==> config.mk <==
export PLATFORM = sky130hd
export DESIGN_NAME = pbsc_core
export DESIGN_NICKNAME = d
export VERILOG_FILES = /design/src/common/pbsc_pkg.sv /design/src/core/pbsc_core.sv
export SDC_FILE = /design/constraint.sdc
export NUM_CORES = 1
export LEC_CHECK = 0
export ABC_CLOCK_PERIOD_IN_PS = 3990
export BUFFER_PORTS_ARGS = -buffer_cell sky130_fd_sc_hd__buf_2
export CAP_MARGIN = 20
export CORE_MARGIN = 10
export CORE_UTILIZATION = 65
export DETAILED_ROUTE_END_ITERATION = 16
export GPL_TIMING_DRIVEN = 0
export PLACE_DENSITY = 0.84
export SYNTH_ARGS = -nofsm -noshare
export SYNTH_HDL_FRONTEND = slang
export SYNTH_SLANG_ARGS = --single-unit
==> constraint.sdc <==
create_clock -name clk -period 3.99 [get_ports clk]
set_input_delay 0.399 -clock clk [delete_from_list [all_inputs] [get_ports clk]]
set_output_delay 0.399 -clock clk [all_outputs]
set_load 0.03 [all_outputs]
==> src/common/pbsc_pkg.sv <==
// Package with constants and types of the PHY basic control and strap block
// Overview of operation
// - Multi-function light drives either light zero or clash pin, per multi-function light register bits 1:0.
// - Light pin strapped low at reset becomes an active-high driver.
// - Light pin strapped high at reset becomes an active-low driver.
// - Five-bit PHY address captured from straps at reset; only it is answered.
// - Without address strap resistors the PHY address is one.
// - Clear-on-read fields are read-only and clear when the host reads them.
// - Latched-high fields set on their condition and hold until read.
// - Latched-low fields clear on their condition and hold until read.
// - Strap-type fields take their reset default from captured strap levels.
// - Self-clearing bits accept a one, start an action, clear when done.
// - Event fields follow the event live, without host action.
// - Control bit 15 starts a soft reset, reads one until done.
// - Soft reset keeps vendor registers and does not re-capture straps.
// - With negotiation off, bit 13 selects 100 or 10 Mbps; strap default.
// - Bit 12 enables negotiation; when off bits 8 and 13 fix mode.
// - Power down is bit 11 ORed with the low pin; pin sets the bit.
// - Power down keeps programmed registers, holds state machines in reset.
// - With negotiation off, bit 8 selects full or half duplex.
// - Control bit 10 isolates the MAC data interface, management stays active.
package pbsc_pkg;
  localparam logic [4:0] REG_BASIC = 5'h00;
  localparam logic [4:0] REG_CTL = 5'h0D;
  localparam logic [4:0] REG_ADAT = 5'h0E;
  localparam logic [4:0] REG_EVT = 5'h11;
  localparam logic [15:0] EXT_MULTI_FUNCTION_LIGHT = 16'h0025;
  localparam logic [15:0] EXT_LCFG = 16'h0460;
  localparam int BC_RST = 15;
  localparam int BC_LOOP = 14;
  localparam int BC_SPD = 13;
  localparam int BC_AN = 12;
  localparam int BC_PD = 11;
  localparam int BC_ISO = 10;
  localparam int BC_DUP = 8;
  localparam logic [15:0] BC_RW_MASK = 16'h7D80;
  localparam int STR_LZ = 5;
  localparam int STR_LO = 6;
  localparam int STR_CL = 7;
  localparam int STR_SPD = 8;
  localparam int STR_AN = 9;
  localparam int STR_DUP = 10;
  localparam logic [1:0] MULTI_FUNCTION_LIGHT_TO_CLASH = 2'h1;
  localparam logic [4:0] PHY_ADDR_DFLT = 5'h01;
  localparam logic [15:0] MULTI_FUNCTION_LIGHT_RST = 16'h0000;
  localparam logic [15:0] LCFG_RST = 16'h0000;
  localparam logic [1:0] STRAP_WAIT = 2'h3;
  localparam logic LL_RST = 1'b1;
  localparam logic PD_PIN_IDLE = 1'b1;
  localparam logic [5:0] PRE_ONES = 6'h20;
  localparam logic [5:0] HDR_LAST = 6'h0C;
  localparam logic [5:0] DAT_LAST = 6'h0F;
  localparam logic [1:0] OP_RD = 2'h2;
  localparam logic [1:0] OP_WR = 2'h1;
  localparam int CLK_MHZ = 100;
  localparam int SW_RST_NS = 1000;
  localparam logic [7:0] SW_RST_CYC = 8'((SW_RST_NS * CLK_MHZ + 999) / 1000);
  typedef enum logic [1:0] {ST_PRE = 2'h0, ST_HDR = 2'h1, ST_TA = 2'h3, ST_DAT = 2'h2} pbsc_mdio_e;
  typedef enum logic [2:0] {SEL_NONE, SEL_BASIC, SEL_CTL, SEL_ADDR, SEL_EVT, SEL_MULTI_FUNCTION_LIGHT, SEL_LCFG} pbsc_sel_e;
  typedef struct packed {
    logic mdcS1, mdcS2, mdcP, mdioS1, mdioS2, pdS1, pdS2;
    logic [10:0] strS1, strS2;
    logic [1:0] strapCnt;
    logic ready;
    logic [4:0] phyAddr;
    logic polZ, polO, polC;
    logic [2:0] strapMode;
    logic [15:0] bc, multi_function_light, lcfg, ctl, ea;
    logic [7:0] rstCnt;
    logic evFault, evLink;
    logic [7:0] evCnt;
    pbsc_mdio_e st;
    logic [5:0] cnt;
    logic [15:0] sh;
    logic isRd;
    logic [4:0] ra;
    logic mdoOut, mdoOe, lzOut, loOut, clOut, ledOe;
    logic [3:0] rxd;
    logic rxdOe, spd100, fullDup, anEn, sleep, smRst;
  } pbsc_state_s;
endpackage

==> src/core/pbsc_core.sv <==
// PHY basic control, strap capture, light routing and management slave
`timescale 1ns/1ps
module pbsc_core
  import pbsc_pkg::*;
(
  // Clock, reset, enable
  input wire logic clk,
  input wire logic rst_n,
  input wire logic ce,
  // Management bus
  input wire logic mdc,
  input wire logic mdioIn,
  output logic mdioOut,
  output logic mdioOe,
  // Straps and power-down pin
  input wire logic [4:0] phyAddrStrap,
  input wire logic speedStrap,
  input wire logic anegStrap,
  input wire logic duplexStrap,
  input wire logic irqOrSleepN,
  // Light pins
  input wire logic statusLightZeroIn,
  output logic statusLightZeroOut,
  output logic statusLightZeroOe,
  input wire logic statusLightOneIn,
  output logic statusLightOneOut,
  output logic statusLightOneOe,
  input wire logic clashLightIn,
  output logic clashLightOut,
  output logic clashLightOe,
  // PHY core status
  input wire logic linkUpIn,
  input wire logic activityIn,
  input wire logic remoteFaultIn,
  input wire logic errPulseIn,
  input wire logic collisionIn,
  input wire logic anSpeed100In,
  input wire logic anFullDupIn,
  // MII data
  input wire logic [3:0] txd,
  input wire logic [3:0] lineRxd,
  output logic [3:0] macRxd,
  output logic macRxdOe,
  // Mode outputs
  output logic speed100,
  output logic fullDuplex,
  output logic anEnable,
  output logic sleep,
  output logic pcsReset
);

  function automatic pbsc_sel_e regSel(input logic [4:0] ra, input logic [15:0] ctl, input logic [15:0] ea);
    pbsc_sel_e s;
    s = SEL_NONE;
    case (ra)
      REG_BASIC: s = SEL_BASIC;
      REG_CTL: s = SEL_CTL;
      REG_EVT: s = SEL_EVT;
      REG_ADAT: begin
        if (ctl[15:14] == 2'h0) begin
          s = SEL_ADDR;
        end else if (ea == EXT_MULTI_FUNCTION_LIGHT) begin
          s = SEL_MULTI_FUNCTION_LIGHT;
        end else if (ea == EXT_LCFG) begin
          s = SEL_LCFG;
        end
      end
      default: s = SEL_NONE;
    endcase
    return s;
  endfunction

  function automatic logic [15:0] bcDefault(input logic [2:0] mode);
    logic [15:0] v;
    v = 16'h0000;
    v[BC_SPD] = mode[0];
    v[BC_AN] = mode[1];
    v[BC_DUP] = mode[2];
    return v;
  endfunction

  pbsc_state_s s_q;
  pbsc_state_s s_d;
  logic rise;
  logic bitIn;
  logic [12:0] hdr;
  logic [15:0] wd;
  logic [15:0] rdVal;
  pbsc_sel_e rSel;
  pbsc_sel_e wSel;
  logic mledFn;
  logic routed;

  always_comb begin
    s_d = s_q;
    rise = s_q.mdcS2 & ~s_q.mdcP;
    bitIn = s_q.mdioS2;
    hdr = {s_q.sh[11:0], bitIn};
    wd = {s_q.sh[14:0], bitIn};
    rSel = regSel(hdr[4:0], s_q.ctl, s_q.ea);
    wSel = regSel(s_q.ra, s_q.ctl, s_q.ea);
    routed = (s_q.multi_function_light[1:0] == MULTI_FUNCTION_LIGHT_TO_CLASH);
    case (s_q.lcfg[1:0])
      2'h0: mledFn = linkUpIn;
      2'h1: mledFn = activityIn;
      2'h2: mledFn = s_q.spd100;
      default: mledFn = s_q.fullDup;
    endcase
    case (rSel)
      SEL_BASIC: rdVal = s_q.bc | {(s_q.rstCnt != 8'h00), 15'h0000};
      SEL_CTL: rdVal = s_q.ctl;
      SEL_ADDR: rdVal = s_q.ea;
      SEL_EVT: rdVal = {s_q.evCnt, 5'h00, activityIn, s_q.evLink, s_q.evFault};
      SEL_MULTI_FUNCTION_LIGHT: rdVal = s_q.multi_function_light;
      SEL_LCFG: rdVal = s_q.lcfg;
      default: rdVal = 16'h0000;
    endcase
    // Synchronisers for pins and the management clock
    s_d.mdcS1 = mdc;
    s_d.mdcS2 = s_q.mdcS1;
    s_d.mdcP = s_q.mdcS2;
    s_d.mdioS1 = mdioIn;
    s_d.mdioS2 = s_q.mdioS1;
    s_d.pdS1 = irqOrSleepN;
    s_d.pdS2 = s_q.pdS1;
    s_d.strS1 = {duplexStrap, anegStrap, speedStrap, clashLightIn,
                 statusLightOneIn, statusLightZeroIn, phyAddrStrap};
    s_d.strS2 = s_q.strS1;
    // Strap capture once after reset release
    if (s_q.strapCnt != 2'h0) begin
      s_d.strapCnt = s_q.strapCnt - 2'h1;
    end
    if (s_q.strapCnt == 2'h1) begin
      s_d.phyAddr = s_q.strS2[4:0];
      s_d.polZ = s_q.strS2[STR_LZ];
      s_d.polO = s_q.strS2[STR_LO];
      s_d.polC = s_q.strS2[STR_CL];
      s_d.strapMode = {s_q.strS2[STR_DUP], s_q.strS2[STR_AN], s_q.strS2[STR_SPD]};
      s_d.bc = bcDefault({s_q.strS2[STR_DUP], s_q.strS2[STR_AN], s_q.strS2[STR_SPD]});
      s_d.bc[BC_PD] = ~s_q.pdS2;
      s_d.ready = 1'b1;
    end
    // Latched and counted status
    s_d.evFault = s_q.evFault | remoteFaultIn;
    s_d.evLink = s_q.evLink & linkUpIn;
    if (errPulseIn && s_q.evCnt != 8'hFF) begin
      s_d.evCnt = s_q.evCnt + 8'h01;
    end
    if (!s_q.pdS2) begin
      s_d.bc[BC_PD] = 1'b1;
    end
    if (s_q.rstCnt != 8'h00) begin
      s_d.rstCnt = s_q.rstCnt - 8'h01;
    end
    // Management frame engine
    if (rise) begin
      case (s_q.st)
        ST_PRE: begin
          if (bitIn) begin
            if (s_q.cnt != PRE_ONES) begin
              s_d.cnt = s_q.cnt + 6'h01;
            end
          end else begin
            if (s_q.cnt == PRE_ONES) begin
              s_d.st = ST_HDR;
            end
            s_d.cnt = 6'h00;
          end
        end
        ST_HDR: begin
          s_d.sh = {s_q.sh[14:0], bitIn};
          s_d.cnt = s_q.cnt + 6'h01;
          if (s_q.cnt == HDR_LAST) begin
            s_d.cnt = 6'h00;
            if (hdr[12] && hdr[9:5] == s_q.phyAddr && (hdr[11:10] == OP_RD || hdr[11:10] == OP_WR)) begin
              s_d.st = ST_TA;
              s_d.isRd = (hdr[11:10] == OP_RD);
              s_d.ra = hdr[4:0];
              if (hdr[11:10] == OP_RD) begin
                s_d.sh = rdVal;
                if (rSel == SEL_EVT) begin
                  s_d.evFault = remoteFaultIn;
                  s_d.evLink = linkUpIn;
                  s_d.evCnt = {7'h00, errPulseIn};
                end
              end
            end else begin
              s_d.st = ST_PRE;
            end
          end
        end
        ST_TA: begin
          s_d.cnt = s_q.cnt + 6'h01;
          if (s_q.cnt == 6'h00) begin
            s_d.mdoOe = s_q.isRd;
            s_d.mdoOut = 1'b0;
          end else begin
            s_d.st = ST_DAT;
            s_d.cnt = 6'h00;
            if (s_q.isRd) begin
              s_d.mdoOut = s_q.sh[15];
              s_d.sh = {s_q.sh[14:0], 1'b0};
            end
          end
        end
        ST_DAT: begin
          s_d.cnt = s_q.cnt + 6'h01;
          if (s_q.isRd) begin
            s_d.mdoOut = s_q.sh[15];
            s_d.sh = {s_q.sh[14:0], 1'b0};
          end else begin
            s_d.sh = wd;
          end
          if (s_q.cnt == DAT_LAST) begin
            s_d.st = ST_PRE;
            s_d.cnt = 6'h00;
            s_d.mdoOe = 1'b0;
            s_d.mdoOut = 1'b0;
            if (!s_q.isRd) begin
              case (wSel)
                SEL_BASIC: begin
                  if (wd[BC_RST]) begin
                    s_d.bc = bcDefault(s_q.strapMode);
                    s_d.bc[BC_PD] = ~s_q.pdS2;
                    s_d.rstCnt = SW_RST_CYC;
                    s_d.ctl = 16'h0000;
                    s_d.ea = 16'h0000;
                    s_d.evFault = remoteFaultIn;
                    s_d.evLink = linkUpIn;
                    s_d.evCnt = 8'h00;
                  end else begin
                    s_d.bc = wd & BC_RW_MASK;
                    s_d.bc[BC_PD] = wd[BC_PD] | ~s_q.pdS2;
                  end
                end
                SEL_CTL: s_d.ctl = wd;
                SEL_ADDR: s_d.ea = wd;
                SEL_MULTI_FUNCTION_LIGHT: s_d.multi_function_light = wd;
                SEL_LCFG: s_d.lcfg = wd;
                default: s_d.ctl = s_q.ctl;
              endcase
            end
          end
        end
        default: s_d.st = ST_PRE;
      endcase
    end
    // Registered pin and mode outputs
    s_d.ledOe = s_q.ready;
    s_d.lzOut = (routed ? 1'b0 : mledFn) ^ s_q.polZ;
    s_d.clOut = (routed ? mledFn : collisionIn) ^ s_q.polC;
    s_d.loOut = s_q.spd100 ^ s_q.polO;
    s_d.rxd = s_q.bc[BC_LOOP] ? txd : lineRxd;
    s_d.rxdOe = ~s_q.bc[BC_ISO];
    s_d.anEn = s_q.bc[BC_AN];
    s_d.spd100 = s_q.bc[BC_AN] ? anSpeed100In : s_q.bc[BC_SPD];
    s_d.fullDup = s_q.bc[BC_AN] ? anFullDupIn : s_q.bc[BC_DUP];
    s_d.sleep = s_q.bc[BC_PD] | ~s_q.pdS2;
    s_d.smRst = s_q.bc[BC_PD] | ~s_q.pdS2 | (s_q.rstCnt != 8'h00);
  end

  always_ff @(posedge clk) begin
    if (!rst_n) begin
      s_q <= '0;
      s_q.strapCnt <= STRAP_WAIT;
      s_q.phyAddr <= PHY_ADDR_DFLT;
      s_q.multi_function_light <= MULTI_FUNCTION_LIGHT_RST;
      s_q.lcfg <= LCFG_RST;
      s_q.evLink <= LL_RST;
      s_q.pdS1 <= PD_PIN_IDLE;
      s_q.pdS2 <= PD_PIN_IDLE;
      s_q.st <= ST_PRE;
    end else if (ce) begin
      s_q <= s_d;
    end
  end

  assign mdioOut = s_q.mdoOut;
  assign mdioOe = s_q.mdoOe;
  assign statusLightZeroOut = s_q.lzOut;
  assign statusLightZeroOe = s_q.ledOe;
  assign statusLightOneOut = s_q.loOut;
  assign statusLightOneOe = s_q.ledOe;
  assign clashLightOut = s_q.clOut;
  assign clashLightOe = s_q.ledOe;
  assign macRxd = s_q.rxd;
  assign macRxdOe = s_q.rxdOe;
  assign speed100 = s_q.spd100;
  assign fullDuplex = s_q.fullDup;
  assign anEnable = s_q.anEn;
  assign sleep = s_q.sleep;
  assign pcsReset = s_q.smRst;
endmodule

# After elaboration in Yosys (flattened, before gate mapping)
# Index checks and enable logic that the tools add are counted.
totals:
  register_bits: 187
  out_inout_bits: 18
  wordCells: 183
classes:
  n_addsub: 4
  eq_ne: 43
  n_mux: 51
  bitwise: 14
  n_reduce_logical: 28
ops:
  columns: ["cell", "count"]
  rows:
  - ["$mux 130", 1]
  - ["$mux 106", 1]
  - ["$mux 98", 1]
  - ["$mux 16", 6]
  - ["$pmux 16 s6", 1]
  - ["$mux 88", 1]
  - ["$pmux 16 s2", 2]
  - ["$mux 50", 1]
  - ["$pmux 16 s3", 1]
  - ["$mux 40", 1]
  - ["$pmux 8 s4", 1]
  - ["$mux 10", 3]
  - ["$mux 24", 1]
  - ["$pmux 3 s4", 2]
  - ["$mux 22", 1]
  - ["$reduce_and 7->1", 3]
  - ["$eq 5x4->1 const B", 4]
  - ["$pmux 10 s2", 1]
  - ["$mux 18", 1]
  - ["$mux 6", 3]
  - ["$eq 16x11->1 const B", 1]
  - ["$eq 16x6->1 const B", 1]
  - ["$mux 8", 2]
  - ["$ne 2x2->1 const B", 8]
  - ["other kinds (40)", 92]

# Logic depth before layout (Yosys ltp)
logic_depth:
  ltp_word: 12
  depth_mapped: 11
  depth_no_buf: 8

# Worst setup path after synthesis
# No wires, ideal clock.
synth_timing:
  path_type: "reg-to-reg"
  start: "reg s_q[38] (netlist bit)"
  end: "reg s_q, in the netlist hdr[10]"
  setup_time_ps: 125
  t_arrival_ps: 1993
  required_ps: 3865
  path_slack_ps: 1873
  path_stages_with_launch: 10
  path_buffers: 2
  synth_period_minus_slack_ps: 2117
  path_cell_list: "dfxtp_1 inv_1 ha_1 nor3b_2 and3_4 or4_4 buf_6 buf_2 o31ai_1 a21oi_1"
synth_between:
  elab_chain_len: 3
synth_rtl:
  columns: ["item", "line_no", "text"]
  rows:
  - ["from (decl)", "pbsc_core.sv:82", "pbsc_state_s s_q;"]
  - ["$eq 6x4->1 / $logic_not 6->1 (equally long branches)", "pbsc_core.sv:173, pbsc_core.sv:194", null]
  - ["$mux 40 / $ne 2x2->1 (equally long branches)", null, null]
  - ["$pmux 16 s3 / $reduce_and 5->1 (equally long branches)", null, null]
# Several ways; a longest one is shown, not always the timed one. The select of a mux whose other input is x is not followed.
# A chain may end at the register's enable or synchronous reset.

# Worst setup path after layout
layout_timing:
  start: "reg s_q, in the netlist hdr[10]"
  end: "reg s_q, in the netlist hdr[2]"
layout_between:
  elab_chain_len: 6
layout_rtl:
  columns: ["item", "line_no", "text"]
  rows:
  - ["$eq 2x2->1 / $eq 2x1->1 (equally long branches)", "pbsc_core.sv:175, pbsc_core.sv:179", null]
  - ["$logic_or 1x1->1", "pbsc_core.sv:175", "if (hdr[12] && hdr[9:5] == s_q.phyAddr && (hdr[11:10] == OP_RD || hdr[11:10] == OP_WR)) begin"]
  - ["$logic_and 1x1->1", "pbsc_core.sv:175", null]
  - ["$mux 22 (*)", "pbsc_core.sv:175", null]
  - ["$mux 40 (*)", "pbsc_core.sv:173", "if (s_q.cnt == HDR_LAST) begin"]
  - ["$pmux 16 s3 (*)", "pbsc_core.sv:157", "case (s_q.st)"]
# Every way passes the cells marked *; elsewhere a longest branch is shown, timed or not. The select of a mux whose other input is x is not followed.

==> results.toml <==
[outcome]
outcome = "completed"

[sta]
finClkSkew_ps = 15.3
setup-tns-final_ps = 0
worst_pin_slew_ps = 1050
finalHoldViolCount = 0
fmax_mhz = 312
setup_viol = 0
slew_violations = 0
rsz0062_at_grt = "no"
postLayoutSetupSlackWorst_ps = 787
relSlewSlack_pct = 29.3
fin_crit_sh_pct = 80.3
finalCriticalPeriod_ps = 3200

[finish]
area_growth_pct = 11.7
post_route_cells_drive_above_1_share_pct = 15.5
final_common_cell = "dfxtp_1"
n_fill_cell = 1035
num_antenna_cells = 0
most-common-layout-cells = "dfxtp_1 (187), nor2_1 (140), nand2_1 (92), mux2i_1 (81), buf_2 (74)"
nNetsFinal = 1150

[pwr]
intPower_uw = 3030
pwr-share-seq_pct = 46.7
p_clk_share_pct = 40.4
power_frac_comb_pct = 12.9
power_density_mw_per_mm2 = 422
switching_share_pct = 29.0
p_sw_uw = 1240
p_leak_uw = 0.00393
peakVddDrop_mv = 0.329

[cts]
cts-resized-gates = 0
numClockSinks = 187
cts_tree = "built"
clk_pin_slew_ps = 80
cts_made_buffers = 17
h-tree-depth = 4
cts_root_buf = "clkbuf_16"
cts_setup_buffers = 0
clock_path_buffers = 2
clk-insertion-delay-late_ps = 450
ctsHoldBuffers = 0

[floorplan]
die_w_um = 138
io_pins = 50
core_sq_mm = 0.0138
row_count = 43
die_area_sq_mm = 0.0191
die_y_um = 138
start_util_pct = 65.8

[critical_path]
crit_type = "reg -> reg"
crit_fanout = 10
critPathLaunchType = "flop"
cp.arrival_ps = 3520
endpoint_kind = "flop"
reg2reg_slack_ps = 790
reg2reg_depth = 9
crit_required_ps = 4300

[logic_synthesis]
ys_async_sr_fraction_pct = 0
synth_cells = 1038
synth_fp_nets = 1083
yosysSeqAreaShare_pct = 41.3
synth-edff-count = 0
synth_area_sq_mm = 0.00906
avgSynthCellArea_sq_um = 8.73
yosys_warnings = 0
synth.distinct_cells = 83
yosys_most_used_dff = "dfxtp_1"
ys_ff_latch = 187

[drt]
drt_iter0_drc = 1228
postRouteWirelength_um = 28000
drc = 0
vias_per_cell = 6.48
antenna_left = 0
dr.pass1.iters = 8
vias = 8414
wl_per_cell_um = 21.5

[grt]
gr-total-overflow = 0
antenna_found_initial = 0
first_global_vias = 7866
grt_max_degree = 20
grt_pass1_wl_um = 43500
grt_usage_pct = 28.0

[flow_run]
maxCapViolCount = 0

[place]
dpl_worst_slack_ps = 1010
dp_hpwl_um = 19900
port_buffers = 48
gp_congestion = 1.03

[min_path]
hold_path_class = "in -> reg"
hold_depth = 3
==> logic make-up after synthesis <==
group           count (synthesis)  share of synthesized area [%]
simple gates                  388                           22.0
buf+inv                       108                           5.98
xor+xnor                       20                           1.93
flops                         187                           41.3
compound gates                240                           17.8
mux                            82                           9.20
fa+ha+maj                      13                           1.80
==> per-layer routing <==
| metal | vias to the layer above | part of all wire (%) | global-route usage, % |
|---|---|---|---|
| met5 | - | 0 | 0 |
| met4 | 0 | 5.0 | 14.9 |
| met3 | 103 | 11 | 8.77 |
| met2 | 506 | 43 | 41.6 |
| met1 | 3981 | 40 | 35.5 |
| li1 | 3824 | - | - |
==> synth_stat cells (all sizes together), types with 9 or more instances <==
cell	n	area, sq um
nor3b	12	105
and3	11	80.1
ha	13	163
mux2i	81	811
inv	27	101
o21ai	54	270
dfxtp	187	3740
o31ai	12	90.1
a21oi	70	403
buf	47	309
a222oi	9	90.1
nor2	142	543
nor3	14	75.1
nand4	9	56.3
nand2	93	357
a211oi	27	203
nand2b	10	70.1
a22oi	27	203
clkbuf	33	128
nor4	13	128
and2	17	106
xor2	12	105
nand3	38	195
==> area by class of cell <==
| class | count | area, sq um | share of cell area (%) |
|---|---|---|---|
| multi-input cells | 743 | 4780 | 47.2 |
| flip-flops and latches | 187 | 3740 | 37.0 |
| plain buffers | 80 | 437 | 4.31 |
| clock buffers | 17 | 425 | 4.20 |
| repair buffers | 48 | 240 | 2.37 |
| well taps | 180 | 225 | 2.23 |
| clock inverters | 15 | 169 | 1.67 |
| inverters | 28 | 105 | 1.04 |
==> critical path, cell delays in order, from the launching register on <==
cell      delay (ps)
dfxtp_1          570
inv_1            270
ha_1             350
nand2b_1         190
nor4_4           440
nand3_2          190
nand2b_4         220
buf_2            220
a211oi_1         450
a21oi_1          140
==> flip-flops by register name (all words and copies together) (netlist names) <==
name / flops
anEnable: 1
bitIn: 1
clashLightOe: 1
clashLightOut: 1
fullDuplex: 1
hdr: 12
macRxd: 4
macRxdOe: 1
mdioOe: 1
mdioOut: 1
pcsReset: 1
s_d: 17
s_q: 141
sleep: 1
speed100: 1
statusLightOneOut: 1
statusLightZeroOut: 1
==> metrics by stage <==
stage | power [uW] | cell area (sq um) | utilization, % | hold WS, ps | instances
after global routing | 4400 | 10100 | 73.5 | 197 | 1298
after global placement | 2540 | 9530 | 69.2 | 437 | 1266
final | 4270 | 10100 | 73.5 | 174 | 1298
after CTS | 4250 | 10100 | 73.5 | 177 | 1298
after floorplan | 2410 | 9060 | - | 424 | 1038
after detailed placement | 2560 | 9530 | 69.2 | 443 | 1266
==> final timing paths <==
| path | end | startpoint |
|---|---|---|
| max | hdr[2] | hdr[10] |
| min | s_d[180] | irqOrSleepN |
| max reg2reg | hdr[2] | hdr[10] |
| min reg2reg | hdr[8] | s_q[119] |
==> power groups by stage <==
stage	sequential, uW	clock (uW)	combinational, uW
2_1_floorplan	2040	0	368
3_3_place_gp	2030	0	508
3_5_place_dp	2040	0	525
4_1_cts	1990	1720	533
5_1_grt	2000	1800	597
6_report	2000	1730	549
Note: power is estimated with default switching activity, not from simulation.
